`config.mk`:
```
export PLATFORM = sky130hd
export DESIGN_NAME = mph_dev_flat
export DESIGN_NICKNAME = d
export VERILOG_FILES = /design/src/hdl/mph_pkg.sv /design/src/hdl/mph_link_if.sv /design/src/hdl/mph_fifo.sv /design/src/hdl/mph_dev.sv /design/src/flat_wrapper.sv
export SDC_FILE = /design/constraint.sdc
export NUM_CORES = 2
export LEC_CHECK = 0
export BUFFER_PORTS_ARGS = -buffer_cell sky130_fd_sc_hd__buf_2
export CORE_MARGIN = 10
export CORE_UTILIZATION = 35
export CTS_CLUSTER_DIAMETER = 120
export DETAILED_ROUTE_END_ITERATION = 16
export PLACE_DENSITY = 0.55
export SLEW_MARGIN = 25
export SYNTH_ARGS = -nofsm -noshare
export SYNTH_HDL_FRONTEND = slang
export SYNTH_SLANG_ARGS = --single-unit
```
`constraint.sdc`:
```
create_clock -name REF_CLK -period 7 [get_ports REF_CLK]
set_clock_uncertainty 0.1 [all_clocks]
set_input_delay 1.75 -clock REF_CLK [delete_from_list [all_inputs] [get_ports REF_CLK]]
set_output_delay 1.75 -clock REF_CLK [all_outputs]
set_load 0.01 [all_outputs]
```
`src/hdl/mph_pkg.sv`:
```
// Purpose: Shared constants and types for the memory port request handshake.
// Assumes: One port, 32-bit half buses paired into 64-bit queue words.
// Notes:   Both ends and the queue module import this package whole.
package mph_pkg;

  localparam int WORD_W     = 32;
  localparam int PAIR_W     = 64;
  localparam int ADDR_W     = 32;
  localparam int IDX_W      = 5;
  localparam int FIFO_DEPTH = 32;
  localparam int LVL_W      = 6;

  // Transfer length codes carried with each request.
  typedef enum logic [1:0] {
    LEN_SINGLE  = 2'h0,
    LEN_LINE4   = 2'h1,
    LEN_LINE8   = 2'h2,
    LEN_BURST32 = 2'h3
  } mph_len_t;

  localparam logic DIR_READ  = 1'h1;
  localparam logic DIR_WRITE = 1'h0;

  // Word index values after reset or completion, and the step per pop.
  localparam logic [IDX_W-1:0] IDX_RISE_RST = 5'h00;
  localparam logic [IDX_W-1:0] IDX_FALL_RST = 5'h01;
  localparam logic [IDX_W-1:0] IDX_STEP     = 5'h02;

  // Write queue level at which the full warnings rise.
  localparam logic [LVL_W-1:0] WQ_WARN_LVL = 6'h1f;

  // Most operations acknowledged and not yet finished in memory.
  localparam logic [2:0] OUTSTANDING_MAX = 3'h2;

  typedef struct packed {
    logic [ADDR_W-1:0] addr;
    logic              read;
    mph_len_t          len;
  } mph_cmd_t;

  // Number of rise/fall word pairs that one operation moves.
  function automatic logic [4:0] mph_pairs(input mph_len_t len);
    unique case (len)
      LEN_SINGLE:  mph_pairs = 5'h01;
      LEN_LINE4:   mph_pairs = 5'h02;
      LEN_LINE8:   mph_pairs = 5'h04;
      LEN_BURST32: mph_pairs = 5'h10;
    endcase
  endfunction

endpackage

```
`src/hdl/mph_link_if.sv`:
```
// Purpose: Port signals between the peripheral and the controller port.
// Assumes: Both ends run on the same clock, supplied to each module directly.
// Notes:   No clocking block; the bench joins the two ends through this.
`timescale 1ns/1ps
interface mph_link_if;
  import mph_pkg::*;

  // Request path.
  logic              port_request;
  logic              port_request_grant;
  logic [ADDR_W-1:0] port_target_location;
  logic              port_direction_is_read;
  mph_len_t          port_transfer_length_code;
  // Read path.
  logic              read_words_available;
  logic              read_pop_rise;
  logic              read_pop_fall;
  logic [WORD_W-1:0] read_bus_rise;
  logic [WORD_W-1:0] read_bus_fall;
  logic [IDX_W-1:0]  read_word_index_rise;
  logic [IDX_W-1:0]  read_word_index_fall;
  logic              read_done_pulse;
  logic              read_queue_flush;
  logic              read_channel_active;
  // Write path.
  logic              write_push_rise;
  logic              write_push_fall;
  logic [WORD_W-1:0] write_bus_rise;
  logic [WORD_W-1:0] write_bus_fall;
  logic              write_done_pulse;
  logic              write_queue_flush;
  logic              write_channel_active;
  logic              write_queue_full_rise;
  logic              write_queue_full_fall;

  modport dev (
    input  port_request, port_target_location, port_direction_is_read,
    input  port_transfer_length_code, read_pop_rise, read_pop_fall,
    input  read_done_pulse, read_queue_flush, write_push_rise,
    input  write_push_fall, write_bus_rise, write_bus_fall,
    input  write_done_pulse, write_queue_flush,
    output port_request_grant, read_words_available, read_bus_rise,
    output read_bus_fall, read_word_index_rise, read_word_index_fall,
    output read_channel_active, write_channel_active,
    output write_queue_full_rise, write_queue_full_fall
  );

  modport per (
    output port_request, port_target_location, port_direction_is_read,
    output port_transfer_length_code, read_pop_rise, read_pop_fall,
    output read_done_pulse, read_queue_flush, write_push_rise,
    output write_push_fall, write_bus_rise, write_bus_fall,
    output write_done_pulse, write_queue_flush,
    input  port_request_grant, read_words_available, read_bus_rise,
    input  read_bus_fall, read_word_index_rise, read_word_index_fall,
    input  read_channel_active, write_channel_active,
    input  write_queue_full_rise, write_queue_full_fall
  );

endinterface

```
`src/hdl/mph_fifo.sv`:
```
// Purpose: Synchronous queue with valid/ready on both sides and a flush.
// Assumes: DEPTH is a power of two; pointers wrap naturally.
// Notes:   Output data is the head entry, read straight from the array.
`timescale 1ns/1ps
module mph_fifo
  import mph_pkg::*;
#(
  parameter int WIDTH = PAIR_W,
  parameter int DEPTH = FIFO_DEPTH
)
(
  // Clock and reset.
  input  wire logic                     clk,
  input  wire logic                     rst_n,
  input  wire logic                     flush,
  // Fill side.
  input  wire logic                     in_valid,
  output logic                          in_ready,
  input  wire logic [WIDTH-1:0]         in_data,
  // Drain side.
  output logic                          out_valid,
  input  wire logic                     out_ready,
  output logic [WIDTH-1:0]              out_data,
  // Occupancy.
  output logic [$clog2(DEPTH):0]        level
);
  localparam int AW = $clog2(DEPTH);

  typedef struct packed {
    logic [AW-1:0] wptr;
    logic [AW-1:0] rptr;
    logic [AW:0]   count;
  } mph_fifo_st_t;

  mph_fifo_st_t     st_reg;
  mph_fifo_st_t     st_next;
  logic [WIDTH-1:0] mem [DEPTH];
  logic             push;
  logic             pop;

  // Full and empty come straight from the stored count.
  assign in_ready  = st_reg.count != (AW+1)'(DEPTH);
  assign out_valid = st_reg.count != '0;
  assign out_data  = mem[st_reg.rptr];
  assign level     = st_reg.count;
  assign push      = in_valid && in_ready;
  assign pop       = out_valid && out_ready;

  // Pointer and count update; a flush empties the queue at once.
  always_comb
  begin
    st_next = st_reg;
    if (push)
    begin
      st_next.wptr = st_reg.wptr + AW'(1);
    end
    if (pop)
    begin
      st_next.rptr = st_reg.rptr + AW'(1);
    end
    st_next.count = st_reg.count + (AW+1)'(push) - (AW+1)'(pop);
    if (flush)
    begin
      st_next = '0;
    end
  end

  always_ff @(posedge clk)
  begin
    if (!rst_n)
    begin
      st_reg <= '0;
    end
    else
    begin
      st_reg <= st_next;
    end
  end

  // Storage has no reset; stale words are never shown as valid.
  always_ff @(posedge clk)
  begin
    if (push)
    begin
      mem[st_reg.wptr] <= in_data;
    end
  end

endmodule

```
`src/hdl/mph_dev.sv`:
```
// Purpose: Controller end of one memory port: request queue, read and
//          write queues, busy flags and word indices.
// Assumes: The sequencer takes commands in order and marks the last word
//          pair of each operation on both data paths.
// Notes:
`timescale 1ns/1ps
module mph_dev
  import mph_pkg::*;
(
  // Clock and reset.
  input  wire logic              REF_CLK,
  input  wire logic              RST_N,
  // Peripheral port.
  mph_link_if.dev                LINK,
  // Command path to the memory sequencer.
  output logic                   MEM_CMD_VALID,
  input  wire logic              MEM_CMD_READY,
  output logic [ADDR_W-1:0]      MEM_CMD_ADDR,
  output logic                   MEM_CMD_READ,
  output mph_len_t               MEM_CMD_LEN,
  // Read data from the sequencer.
  input  wire logic              MEM_RD_VALID,
  output logic                   MEM_RD_READY,
  input  wire logic [PAIR_W-1:0] MEM_RD_DATA,
  input  wire logic              MEM_RD_LAST,
  // Write data to the sequencer.
  output logic                   MEM_WR_VALID,
  input  wire logic              MEM_WR_READY,
  output logic [PAIR_W-1:0]      MEM_WR_DATA,
  input  wire logic              MEM_WR_LAST
);

  typedef struct packed {
    mph_cmd_t          cmd0;
    mph_cmd_t          cmd1;
    logic [1:0]        cmd_cnt;
    logic              grant;
    logic [1:0]        rd_cnt;
    logic [1:0]        wr_cnt;
    logic              rd_mid;
    logic              rdy;
    logic [IDX_W-1:0]  idx_rise;
    logic [IDX_W-1:0]  idx_fall;
    logic [WORD_W-1:0] rise_hold;
  } mph_dev_st_t;

  mph_dev_st_t       st_reg;
  mph_dev_st_t       st_next;
  mph_cmd_t          new_cmd;
  logic [2:0]        outstanding;
  logic              take;
  logic              pop_cmd;
  logic              rq_fire;
  logic              wq_fire;
  logic              rd_ld_last;
  logic              wr_st_last;
  logic              rq_out_valid;
  logic              wq_in_ready;
  logic [PAIR_W-1:0] rq_out_data;
  logic [PAIR_W-1:0] wq_in_data;
  logic [LVL_W-1:0]  wq_level;
  logic [WORD_W-1:0] rise_src;

  // Request fields are sampled in the cycle the grant is decided.
  assign new_cmd.addr = LINK.port_target_location;
  assign new_cmd.read = LINK.port_direction_is_read;
  assign new_cmd.len  = LINK.port_transfer_length_code;

  // Grants are limited so the two-entry queue can never overflow.
  assign outstanding = 3'(st_reg.rd_cnt) + 3'(st_reg.wr_cnt);
  // The cycle after a grant the request is still up by contract, so
  // it is ignored then rather than read as a second request.
  assign take = LINK.port_request && !st_reg.grant
             && (outstanding < OUTSTANDING_MAX);
  assign pop_cmd = MEM_CMD_READY && (st_reg.cmd_cnt != 2'h0);

  assign rq_fire    = MEM_RD_VALID && MEM_RD_READY;
  assign wq_fire    = MEM_WR_VALID && MEM_WR_READY;
  assign rd_ld_last = rq_fire && MEM_RD_LAST;
  assign wr_st_last = wq_fire && MEM_WR_LAST;

  // A rise word pushed alone waits for its fall partner; when both come
  // together the pair is built straight from the buses.
  assign rise_src   = LINK.write_push_rise ? LINK.write_bus_rise
                                           : st_reg.rise_hold;
  assign wq_in_data = {LINK.write_bus_fall, rise_src};

  always_comb
  begin
    st_next       = st_reg;
    st_next.grant = take;
    st_next.rdy   = 1'b0;
    // Head leaves first, so issue order equals grant order.
    if (pop_cmd)
    begin
      st_next.cmd0    = st_reg.cmd1;
      st_next.cmd_cnt = st_reg.cmd_cnt - 2'h1;
    end
    if (take)
    begin
      if (st_next.cmd_cnt == 2'h0)
      begin
        st_next.cmd0 = new_cmd;
      end
      else
      begin
        st_next.cmd1 = new_cmd;
      end
      st_next.cmd_cnt = st_next.cmd_cnt + 2'h1;
    end
    // Counting operations rather than flags keeps busy gapless.
    st_next.rd_cnt = st_reg.rd_cnt + 2'(take && new_cmd.read)
                   - 2'(rd_ld_last);
    st_next.wr_cnt = st_reg.wr_cnt + 2'(take && !new_cmd.read)
                   - 2'(wr_st_last);
    // First word of each read operation raises one ready pulse.
    if (rq_fire)
    begin
      st_next.rdy    = !st_reg.rd_mid;
      st_next.rd_mid = !MEM_RD_LAST;
    end
    // Indices advance per pop and restart when the operation closes;
    // bursts included, whose 16 pops step the indices across words 0 to 31.
    if (LINK.read_pop_rise)
    begin
      st_next.idx_rise = st_reg.idx_rise + IDX_STEP;
    end
    if (LINK.read_pop_fall)
    begin
      st_next.idx_fall = st_reg.idx_fall + IDX_STEP;
    end
    if (LINK.read_done_pulse || LINK.read_queue_flush)
    begin
      st_next.idx_rise = IDX_RISE_RST;
      st_next.idx_fall = IDX_FALL_RST;
    end
    if (LINK.write_push_rise)
    begin
      st_next.rise_hold = LINK.write_bus_rise;
    end
    if (LINK.write_queue_flush)
    begin
      st_next.rise_hold = '0;
    end
  end

  always_ff @(posedge REF_CLK)
  begin
    if (!RST_N)
    begin
      st_reg          <= '0;
      st_reg.idx_fall <= IDX_FALL_RST;
    end
    else
    begin
      st_reg <= st_next;
    end
  end

  // Read queue: filled by the sequencer, drained by fall-phase pops.
  // Full read queue stalls the sequencer through its ready.
  mph_fifo #(
    .WIDTH (PAIR_W),
    .DEPTH (FIFO_DEPTH)
  ) u_rd_q (
    .clk       (REF_CLK),
    .rst_n     (RST_N),
    .flush     (LINK.read_queue_flush),
    .in_valid  (MEM_RD_VALID),
    .in_ready  (MEM_RD_READY),
    .in_data   (MEM_RD_DATA),
    .out_valid (rq_out_valid),
    .out_ready (LINK.read_pop_fall),
    .out_data  (rq_out_data),
    .level     ()
  );

  // Write queue: a pair enters on each fall-phase push.
  mph_fifo #(
    .WIDTH (PAIR_W),
    .DEPTH (FIFO_DEPTH)
  ) u_wr_q (
    .clk       (REF_CLK),
    .rst_n     (RST_N),
    .flush     (LINK.write_queue_flush),
    .in_valid  (LINK.write_push_fall),
    .in_ready  (wq_in_ready),
    .in_data   (wq_in_data),
    .out_valid (MEM_WR_VALID),
    .out_ready (MEM_WR_READY),
    .out_data  (MEM_WR_DATA),
    .level     (wq_level)
  );

  // Sequencer command outputs come from the queue head flops.
  assign MEM_CMD_VALID = st_reg.cmd_cnt != 2'h0;
  assign MEM_CMD_ADDR  = st_reg.cmd0.addr;
  assign MEM_CMD_READ  = st_reg.cmd0.read;
  assign MEM_CMD_LEN   = st_reg.cmd0.len;

  // Port outputs toward the peripheral.
  assign LINK.port_request_grant   = st_reg.grant;
  assign LINK.read_words_available = st_reg.rdy;
  assign LINK.read_bus_rise        = rq_out_data[WORD_W-1:0];
  assign LINK.read_bus_fall        = rq_out_data[PAIR_W-1:WORD_W];
  assign LINK.read_word_index_rise = st_reg.idx_rise;
  assign LINK.read_word_index_fall = st_reg.idx_fall;
  assign LINK.read_channel_active  = st_reg.rd_cnt != 2'h0;
  assign LINK.write_channel_active = st_reg.wr_cnt != 2'h0;
  // Warning one entry early leaves room for a push already decided.
  assign LINK.write_queue_full_rise = (wq_level >= WQ_WARN_LVL)
                                   || !wq_in_ready;
  assign LINK.write_queue_full_fall = (wq_level >= WQ_WARN_LVL)
                                   || !wq_in_ready;

endmodule

```
`src/flat_wrapper.sv`:
```
// flat-port wrapper written by rule: the top's interface ports become plain ports
module mph_dev_flat import mph_pkg::*;
  (REF_CLK, RST_N, MEM_CMD_VALID, MEM_CMD_READY, MEM_CMD_ADDR, MEM_CMD_READ, MEM_CMD_LEN, MEM_RD_VALID, MEM_RD_READY, MEM_RD_DATA, MEM_RD_LAST, MEM_WR_VALID, MEM_WR_READY, MEM_WR_DATA, MEM_WR_LAST, LINK_port_request, LINK_port_target_location, LINK_port_direction_is_read, LINK_port_transfer_length_code, LINK_read_pop_rise, LINK_read_pop_fall, LINK_read_done_pulse, LINK_read_queue_flush, LINK_write_push_rise, LINK_write_push_fall, LINK_write_bus_rise, LINK_write_bus_fall, LINK_write_done_pulse, LINK_write_queue_flush, LINK_port_request_grant, LINK_read_words_available, LINK_read_bus_rise, LINK_read_bus_fall, LINK_read_word_index_rise, LINK_read_word_index_fall, LINK_read_channel_active, LINK_write_channel_active, LINK_write_queue_full_rise, LINK_write_queue_full_fall);
  mph_link_if LINK_i ();
  input  wire logic REF_CLK;
  input  wire logic RST_N;
  output logic MEM_CMD_VALID;
  input  wire logic MEM_CMD_READY;
  output logic [ADDR_W-1:0] MEM_CMD_ADDR;
  output logic MEM_CMD_READ;
  output mph_len_t MEM_CMD_LEN;
  input  wire logic MEM_RD_VALID;
  output logic MEM_RD_READY;
  input  wire logic [PAIR_W-1:0] MEM_RD_DATA;
  input  wire logic MEM_RD_LAST;
  output logic MEM_WR_VALID;
  input  wire logic MEM_WR_READY;
  output logic [PAIR_W-1:0] MEM_WR_DATA;
  input  wire logic MEM_WR_LAST;
  input wire logic [$bits(LINK_i.port_request)-1:0] LINK_port_request;
  input wire logic [$bits(LINK_i.port_target_location)-1:0] LINK_port_target_location;
  input wire logic [$bits(LINK_i.port_direction_is_read)-1:0] LINK_port_direction_is_read;
  input wire logic [$bits(LINK_i.port_transfer_length_code)-1:0] LINK_port_transfer_length_code;
  input wire logic [$bits(LINK_i.read_pop_rise)-1:0] LINK_read_pop_rise;
  input wire logic [$bits(LINK_i.read_pop_fall)-1:0] LINK_read_pop_fall;
  input wire logic [$bits(LINK_i.read_done_pulse)-1:0] LINK_read_done_pulse;
  input wire logic [$bits(LINK_i.read_queue_flush)-1:0] LINK_read_queue_flush;
  input wire logic [$bits(LINK_i.write_push_rise)-1:0] LINK_write_push_rise;
  input wire logic [$bits(LINK_i.write_push_fall)-1:0] LINK_write_push_fall;
  input wire logic [$bits(LINK_i.write_bus_rise)-1:0] LINK_write_bus_rise;
  input wire logic [$bits(LINK_i.write_bus_fall)-1:0] LINK_write_bus_fall;
  input wire logic [$bits(LINK_i.write_done_pulse)-1:0] LINK_write_done_pulse;
  input wire logic [$bits(LINK_i.write_queue_flush)-1:0] LINK_write_queue_flush;
  output wire logic [$bits(LINK_i.port_request_grant)-1:0] LINK_port_request_grant;
  output wire logic [$bits(LINK_i.read_words_available)-1:0] LINK_read_words_available;
  output wire logic [$bits(LINK_i.read_bus_rise)-1:0] LINK_read_bus_rise;
  output wire logic [$bits(LINK_i.read_bus_fall)-1:0] LINK_read_bus_fall;
  output wire logic [$bits(LINK_i.read_word_index_rise)-1:0] LINK_read_word_index_rise;
  output wire logic [$bits(LINK_i.read_word_index_fall)-1:0] LINK_read_word_index_fall;
  output wire logic [$bits(LINK_i.read_channel_active)-1:0] LINK_read_channel_active;
  output wire logic [$bits(LINK_i.write_channel_active)-1:0] LINK_write_channel_active;
  output wire logic [$bits(LINK_i.write_queue_full_rise)-1:0] LINK_write_queue_full_rise;
  output wire logic [$bits(LINK_i.write_queue_full_fall)-1:0] LINK_write_queue_full_fall;
  assign LINK_i.port_request = LINK_port_request;
  assign LINK_i.port_target_location = LINK_port_target_location;
  assign LINK_i.port_direction_is_read = LINK_port_direction_is_read;
  assign LINK_i.port_transfer_length_code = LINK_port_transfer_length_code;
  assign LINK_i.read_pop_rise = LINK_read_pop_rise;
  assign LINK_i.read_pop_fall = LINK_read_pop_fall;
  assign LINK_i.read_done_pulse = LINK_read_done_pulse;
  assign LINK_i.read_queue_flush = LINK_read_queue_flush;
  assign LINK_i.write_push_rise = LINK_write_push_rise;
  assign LINK_i.write_push_fall = LINK_write_push_fall;
  assign LINK_i.write_bus_rise = LINK_write_bus_rise;
  assign LINK_i.write_bus_fall = LINK_write_bus_fall;
  assign LINK_i.write_done_pulse = LINK_write_done_pulse;
  assign LINK_i.write_queue_flush = LINK_write_queue_flush;
  assign LINK_port_request_grant = LINK_i.port_request_grant;
  assign LINK_read_words_available = LINK_i.read_words_available;
  assign LINK_read_bus_rise = LINK_i.read_bus_rise;
  assign LINK_read_bus_fall = LINK_i.read_bus_fall;
  assign LINK_read_word_index_rise = LINK_i.read_word_index_rise;
  assign LINK_read_word_index_fall = LINK_i.read_word_index_fall;
  assign LINK_read_channel_active = LINK_i.read_channel_active;
  assign LINK_write_channel_active = LINK_i.write_channel_active;
  assign LINK_write_queue_full_rise = LINK_i.write_queue_full_rise;
  assign LINK_write_queue_full_fall = LINK_i.write_queue_full_fall;
  mph_dev u_core (.REF_CLK(REF_CLK), .RST_N(RST_N), .LINK(LINK_i), .MEM_CMD_VALID(MEM_CMD_VALID), .MEM_CMD_READY(MEM_CMD_READY), .MEM_CMD_ADDR(MEM_CMD_ADDR), .MEM_CMD_READ(MEM_CMD_READ), .MEM_CMD_LEN(MEM_CMD_LEN), .MEM_RD_VALID(MEM_RD_VALID), .MEM_RD_READY(MEM_RD_READY), .MEM_RD_DATA(MEM_RD_DATA), .MEM_RD_LAST(MEM_RD_LAST), .MEM_WR_VALID(MEM_WR_VALID), .MEM_WR_READY(MEM_WR_READY), .MEM_WR_DATA(MEM_WR_DATA), .MEM_WR_LAST(MEM_WR_LAST));
endmodule
```
==> key figures <==
Power and ir drop
  • Clk pwr share: 40.5%
  • Switching power: approximately 13 mW
  • P per Cell Area: between 200 and 300 nW/µm²
  • Pleak: roughly 56 nW
  • Final Power: 55.70 mW
  • Comb power frac: between 8 and 9%
  • P_int: ~43 mW
  • Switching share of power: 22.99%
  • Peak VDD IR: around 0.00026 V
  • Seq pwr share: between 50% and 60%

Synth
  • Avg Cell Area, Syn: approximately 21 µm²
  • EDFF count, synth: 4096
  • Yosys warning count: 0
  • Syn Nets: 7955
  • Seq/Total Area, Yosys: 77.61%
  • Post-Syn Instances: 7735
  • FFs w/ async S/R, synth: 0%
  • Synth unique cells: 69
  • Synth Cell Area: 162600 µm²
  • Main synth FF type: edfxtp_1
  • FF+latch count, synth: roughly 4300

Global routing
  • Remaining Overflow, GRT: 0
  • Total GRT Usage: around 17%
  • Vias in the first global route: approximately 83000
  • First-pass GRT wire length: slightly above 600 mm
  • Antenna violations before repair: ~60
  • Largest net degree at the start of global routing: about 120

Run
  • Number of max-cap violations: 0

Placement
  • Placed Area: approximately 170000 µm²
  • Gpl congestion: about 0.74
  • HPWL Detailed: approximately 230 mm
  • Port bufs: 357

STA
  • Final Cycle Share: 90.63%
  • Finish-stage setup viols: 0
  • Worst slew margin: 21.53%
  • Setup_tns: 0 ns
  • Pins Over Slew Limit: 0
  • Hold WS: around 0.32 ns
  • Peak Freq: 157.6 MHz
  • Slew at the pin with the worst max-slew slack: roughly 1.2 ns
  • Minimum clock period: between 6 and 7 ns
  • Fin. Hold Viols: 0
  • RSZ-0062 raised after global routing: false

Worst setup path
  • Crit-path cells: nand2b_1 -> nor2_4 -> buf_12 -> buf_4 -> a32oi_1 -> o211ai_1 -> buf_2
  • Crit path buffers/inverters: 3
  • Worst-path fanout max: 39
  • CP Class: reg -> out
  • Biggest cell delay along the critical path: around 0.8 ns
  • CP startpoint kind: flip-flop
  • Data required time of the worst path: roughly 5.2 ns
  • CP endpoint kind: output pin
  • Slowest cell on crit path: dfxtp_4
  • R2r setup slk: approximately 2.9 ns
  • Arrival @ worst endpoint: about 4.5 ns
  • Worst path top cell family by delay: simple AND/OR/NAND/NOR gates

Route
  • DR vias: roughly 80000
  • Drt initial violations: roughly 8000
  • Detailed Route WL: 424.7 mm
  • Via density: 5.386
  • DRC: 0
  • Routed len/inst: approximately 29 µm
  • Pre-antenna DRT Iters: 8
  • Detail Route Antenna Nets: 0

CTS
  • Clock sinks: approximately 4300
  • CTS tree: done
  • Max Buffers Root-to-Sink: 4
  • Clk pin slew, worst setup/hold paths: roughly 0.060 ns
  • CTS resizes: 0
  • Root Buffer: clkbuf_16
  • Setup Buffers After CTS: 0
  • Worst-skew pair later-pin latency: around 1.0 ns
  • Cts hold-fix bufs: 0
  • H-tree Lvls: 5
  • CTS Buf Count: about 440

Floorplanning
  • Die height: approximately 700 µm
  • Ports: roughly 360
  • Die area: 492300 µm²
  • # rows: between 200 and 300
  • Core area: roughly 460000 µm²
  • Initial core utilization: between 30% and 40%
  • Die width: 701.6 µm

Finish
  • Layout cell share with drive strength beyond 1: approximately a quarter
  • Fillers: about 41000
  • Final Cell Area: approximately 190000 µm²
  • Final Util: 40.29%
  • P&R area growth vs syn: 14.78%
  • Nets: approximately 8500

Min path
  • Min-Delay Path Class: reg -> reg

Status
  • Outcome: finished, final reports clean
==> final cells by class <==
class / instances / area (µm²) / share of cell area [%]
multi-input cells: 2969 / 34120 / 18.28
flip-flops and latches: 4257 / 126300 / 67.64
well taps: 6174 / 7725 / 4.139
diodes: 23 / 57.56 / 0.03084
clock buffers: 567 / 11640 / 6.235
inverters: 40 / 150.1 / 0.08044
repair buffers: 587 / 4444 / 2.381
clock inverters: 238 / 2267 / 1.215
==> power by group through the flow <==
stage               Combinational [mW]  Clock (mW)  Sequential, mW
detailed placement                4.70           0            29.1
finish                            4.60        22.6            28.5
global route                      4.99        24.1            28.5
global placement                  4.58           0            29.0
floorplan                         2.98           0            29.0
CTS                               4.71        23.1            28.5
==> metal layers <==
metal  routed length (µm)  track usage (%)  up-vias  share of wire (%)
met2               208000            28.13     2751                 49
li1                     -                -    33417                  -
met4                11770            4.496       16                2.8
met1               176600            22.50    43136                 42
met5                   97                0        -              0.023
met3                28210            2.784      687                6.6
==> cells in the mapped netlist (16+ instances only) <==
library cell,number,area (µm²)
inv_1,40,150.1
a22oi_1,343,2575
xor2_1,18,157.7
dfxtp_1,161,3223
nor2b_1,27,168.9
xnor2_1,16,140.1
a211oi_1,54,405.4
mux2_2,41,461.7
edfxtp_1,4096,123000
nand2b_1,17,106.4
mux4_2,730,16440
buf_2,130,650.6
nand4_1,66,412.9
buf_1,17,63.81
nand2_1,147,551.8
mux2i_1,682,6827
buf_6,32,360.4
o21ai_1,29,145.1
buf_4,138,1036
o22ai_1,66,412.9
a221oi_1,90,788.3
nand3_1,74,370.4
o21ai_0,44,220.2
clkbuf_1,144,540.5
and2_1,49,306.5
nor2_1,196,735.7
ha_1,38,475.5
a21oi_1,85,425.4
==> metrics by stage <==
step | worst slack [ns] | instances
global route | 0.3737 | 14839
detailed placement | 1.616 | 14025
finish | 0.6562 | 14855
global placement | 1.674 | 14022
CTS | 0.5614 | 14830
floorplan | 1.300 | 7735
==> worst paths after layout <==
kind                                startpoint                                          end  depth (start not counted)
max                                  flip-flop                              MEM_WR_DATA[34]                          7
min             u_core.st_reg[43]$_SDFFE_PN0P_  u_core.LINK.read_words_available$_SDFF_PN0_                          1
max reg2reg  u_core.u_wr_q.level[3]$_SDFF_PP0_           u_core.u_wr_q.mem[8][57]$_DFFE_PP_                          6
min reg2reg     u_core.st_reg[43]$_SDFFE_PN0P_  u_core.LINK.read_words_available$_SDFF_PN0_                          1
==> logic make-up (layout without fill, tap and decap cells) <==
family                     count (synthesis)  count (layout)  synth area share, %
DFF                                     4257            4257                77.61
xor gates and xnor gates                  34              34               0.1831
and+or+nand+nor                          644             644                1.916
buffers and inverters                    509            1432                1.795
adders and majority gates                 41              41               0.3293
muxes                                   1460            1460                14.70
AOI/OAI and AO/OA                        788             788                3.453
other                                      2              25             0.004618
==> cell usage in the layout, fill, tap and decap left out, types with 11 or more instances in the layout <==
master / instances
a22oi_1: 343
diode_2: 23
mux2i_1: 682
o21ai_1: 29
clkinv_1: 95
and2_1: 47
mux4_2: 730
mux2_2: 41
o21ai_0: 44
nor2b_1: 23
a221oi_1: 90
clkbuf_8: 13
nand3_1: 74
buf_4: 156
edfxtp_1: 4096
nand2_1: 144
clkinv_2: 70
bufinv_16: 30
inv_1: 39
nor2_1: 122
ha_1: 38
nand2b_1: 14
clkinvlp_4: 11
nor4_1: 13
nand4_1: 66
buf_2: 357
dfxtp_1: 153
nor2_4: 73
xnor2_1: 16
clkbuf_16: 441
a21oi_1: 85
buf_12: 69
o22ai_1: 66
clkbuf_1: 113
o211ai_1: 13
a211oi_1: 54
xor2_1: 18
Note: power is estimated with default switching activity, not from simulation.
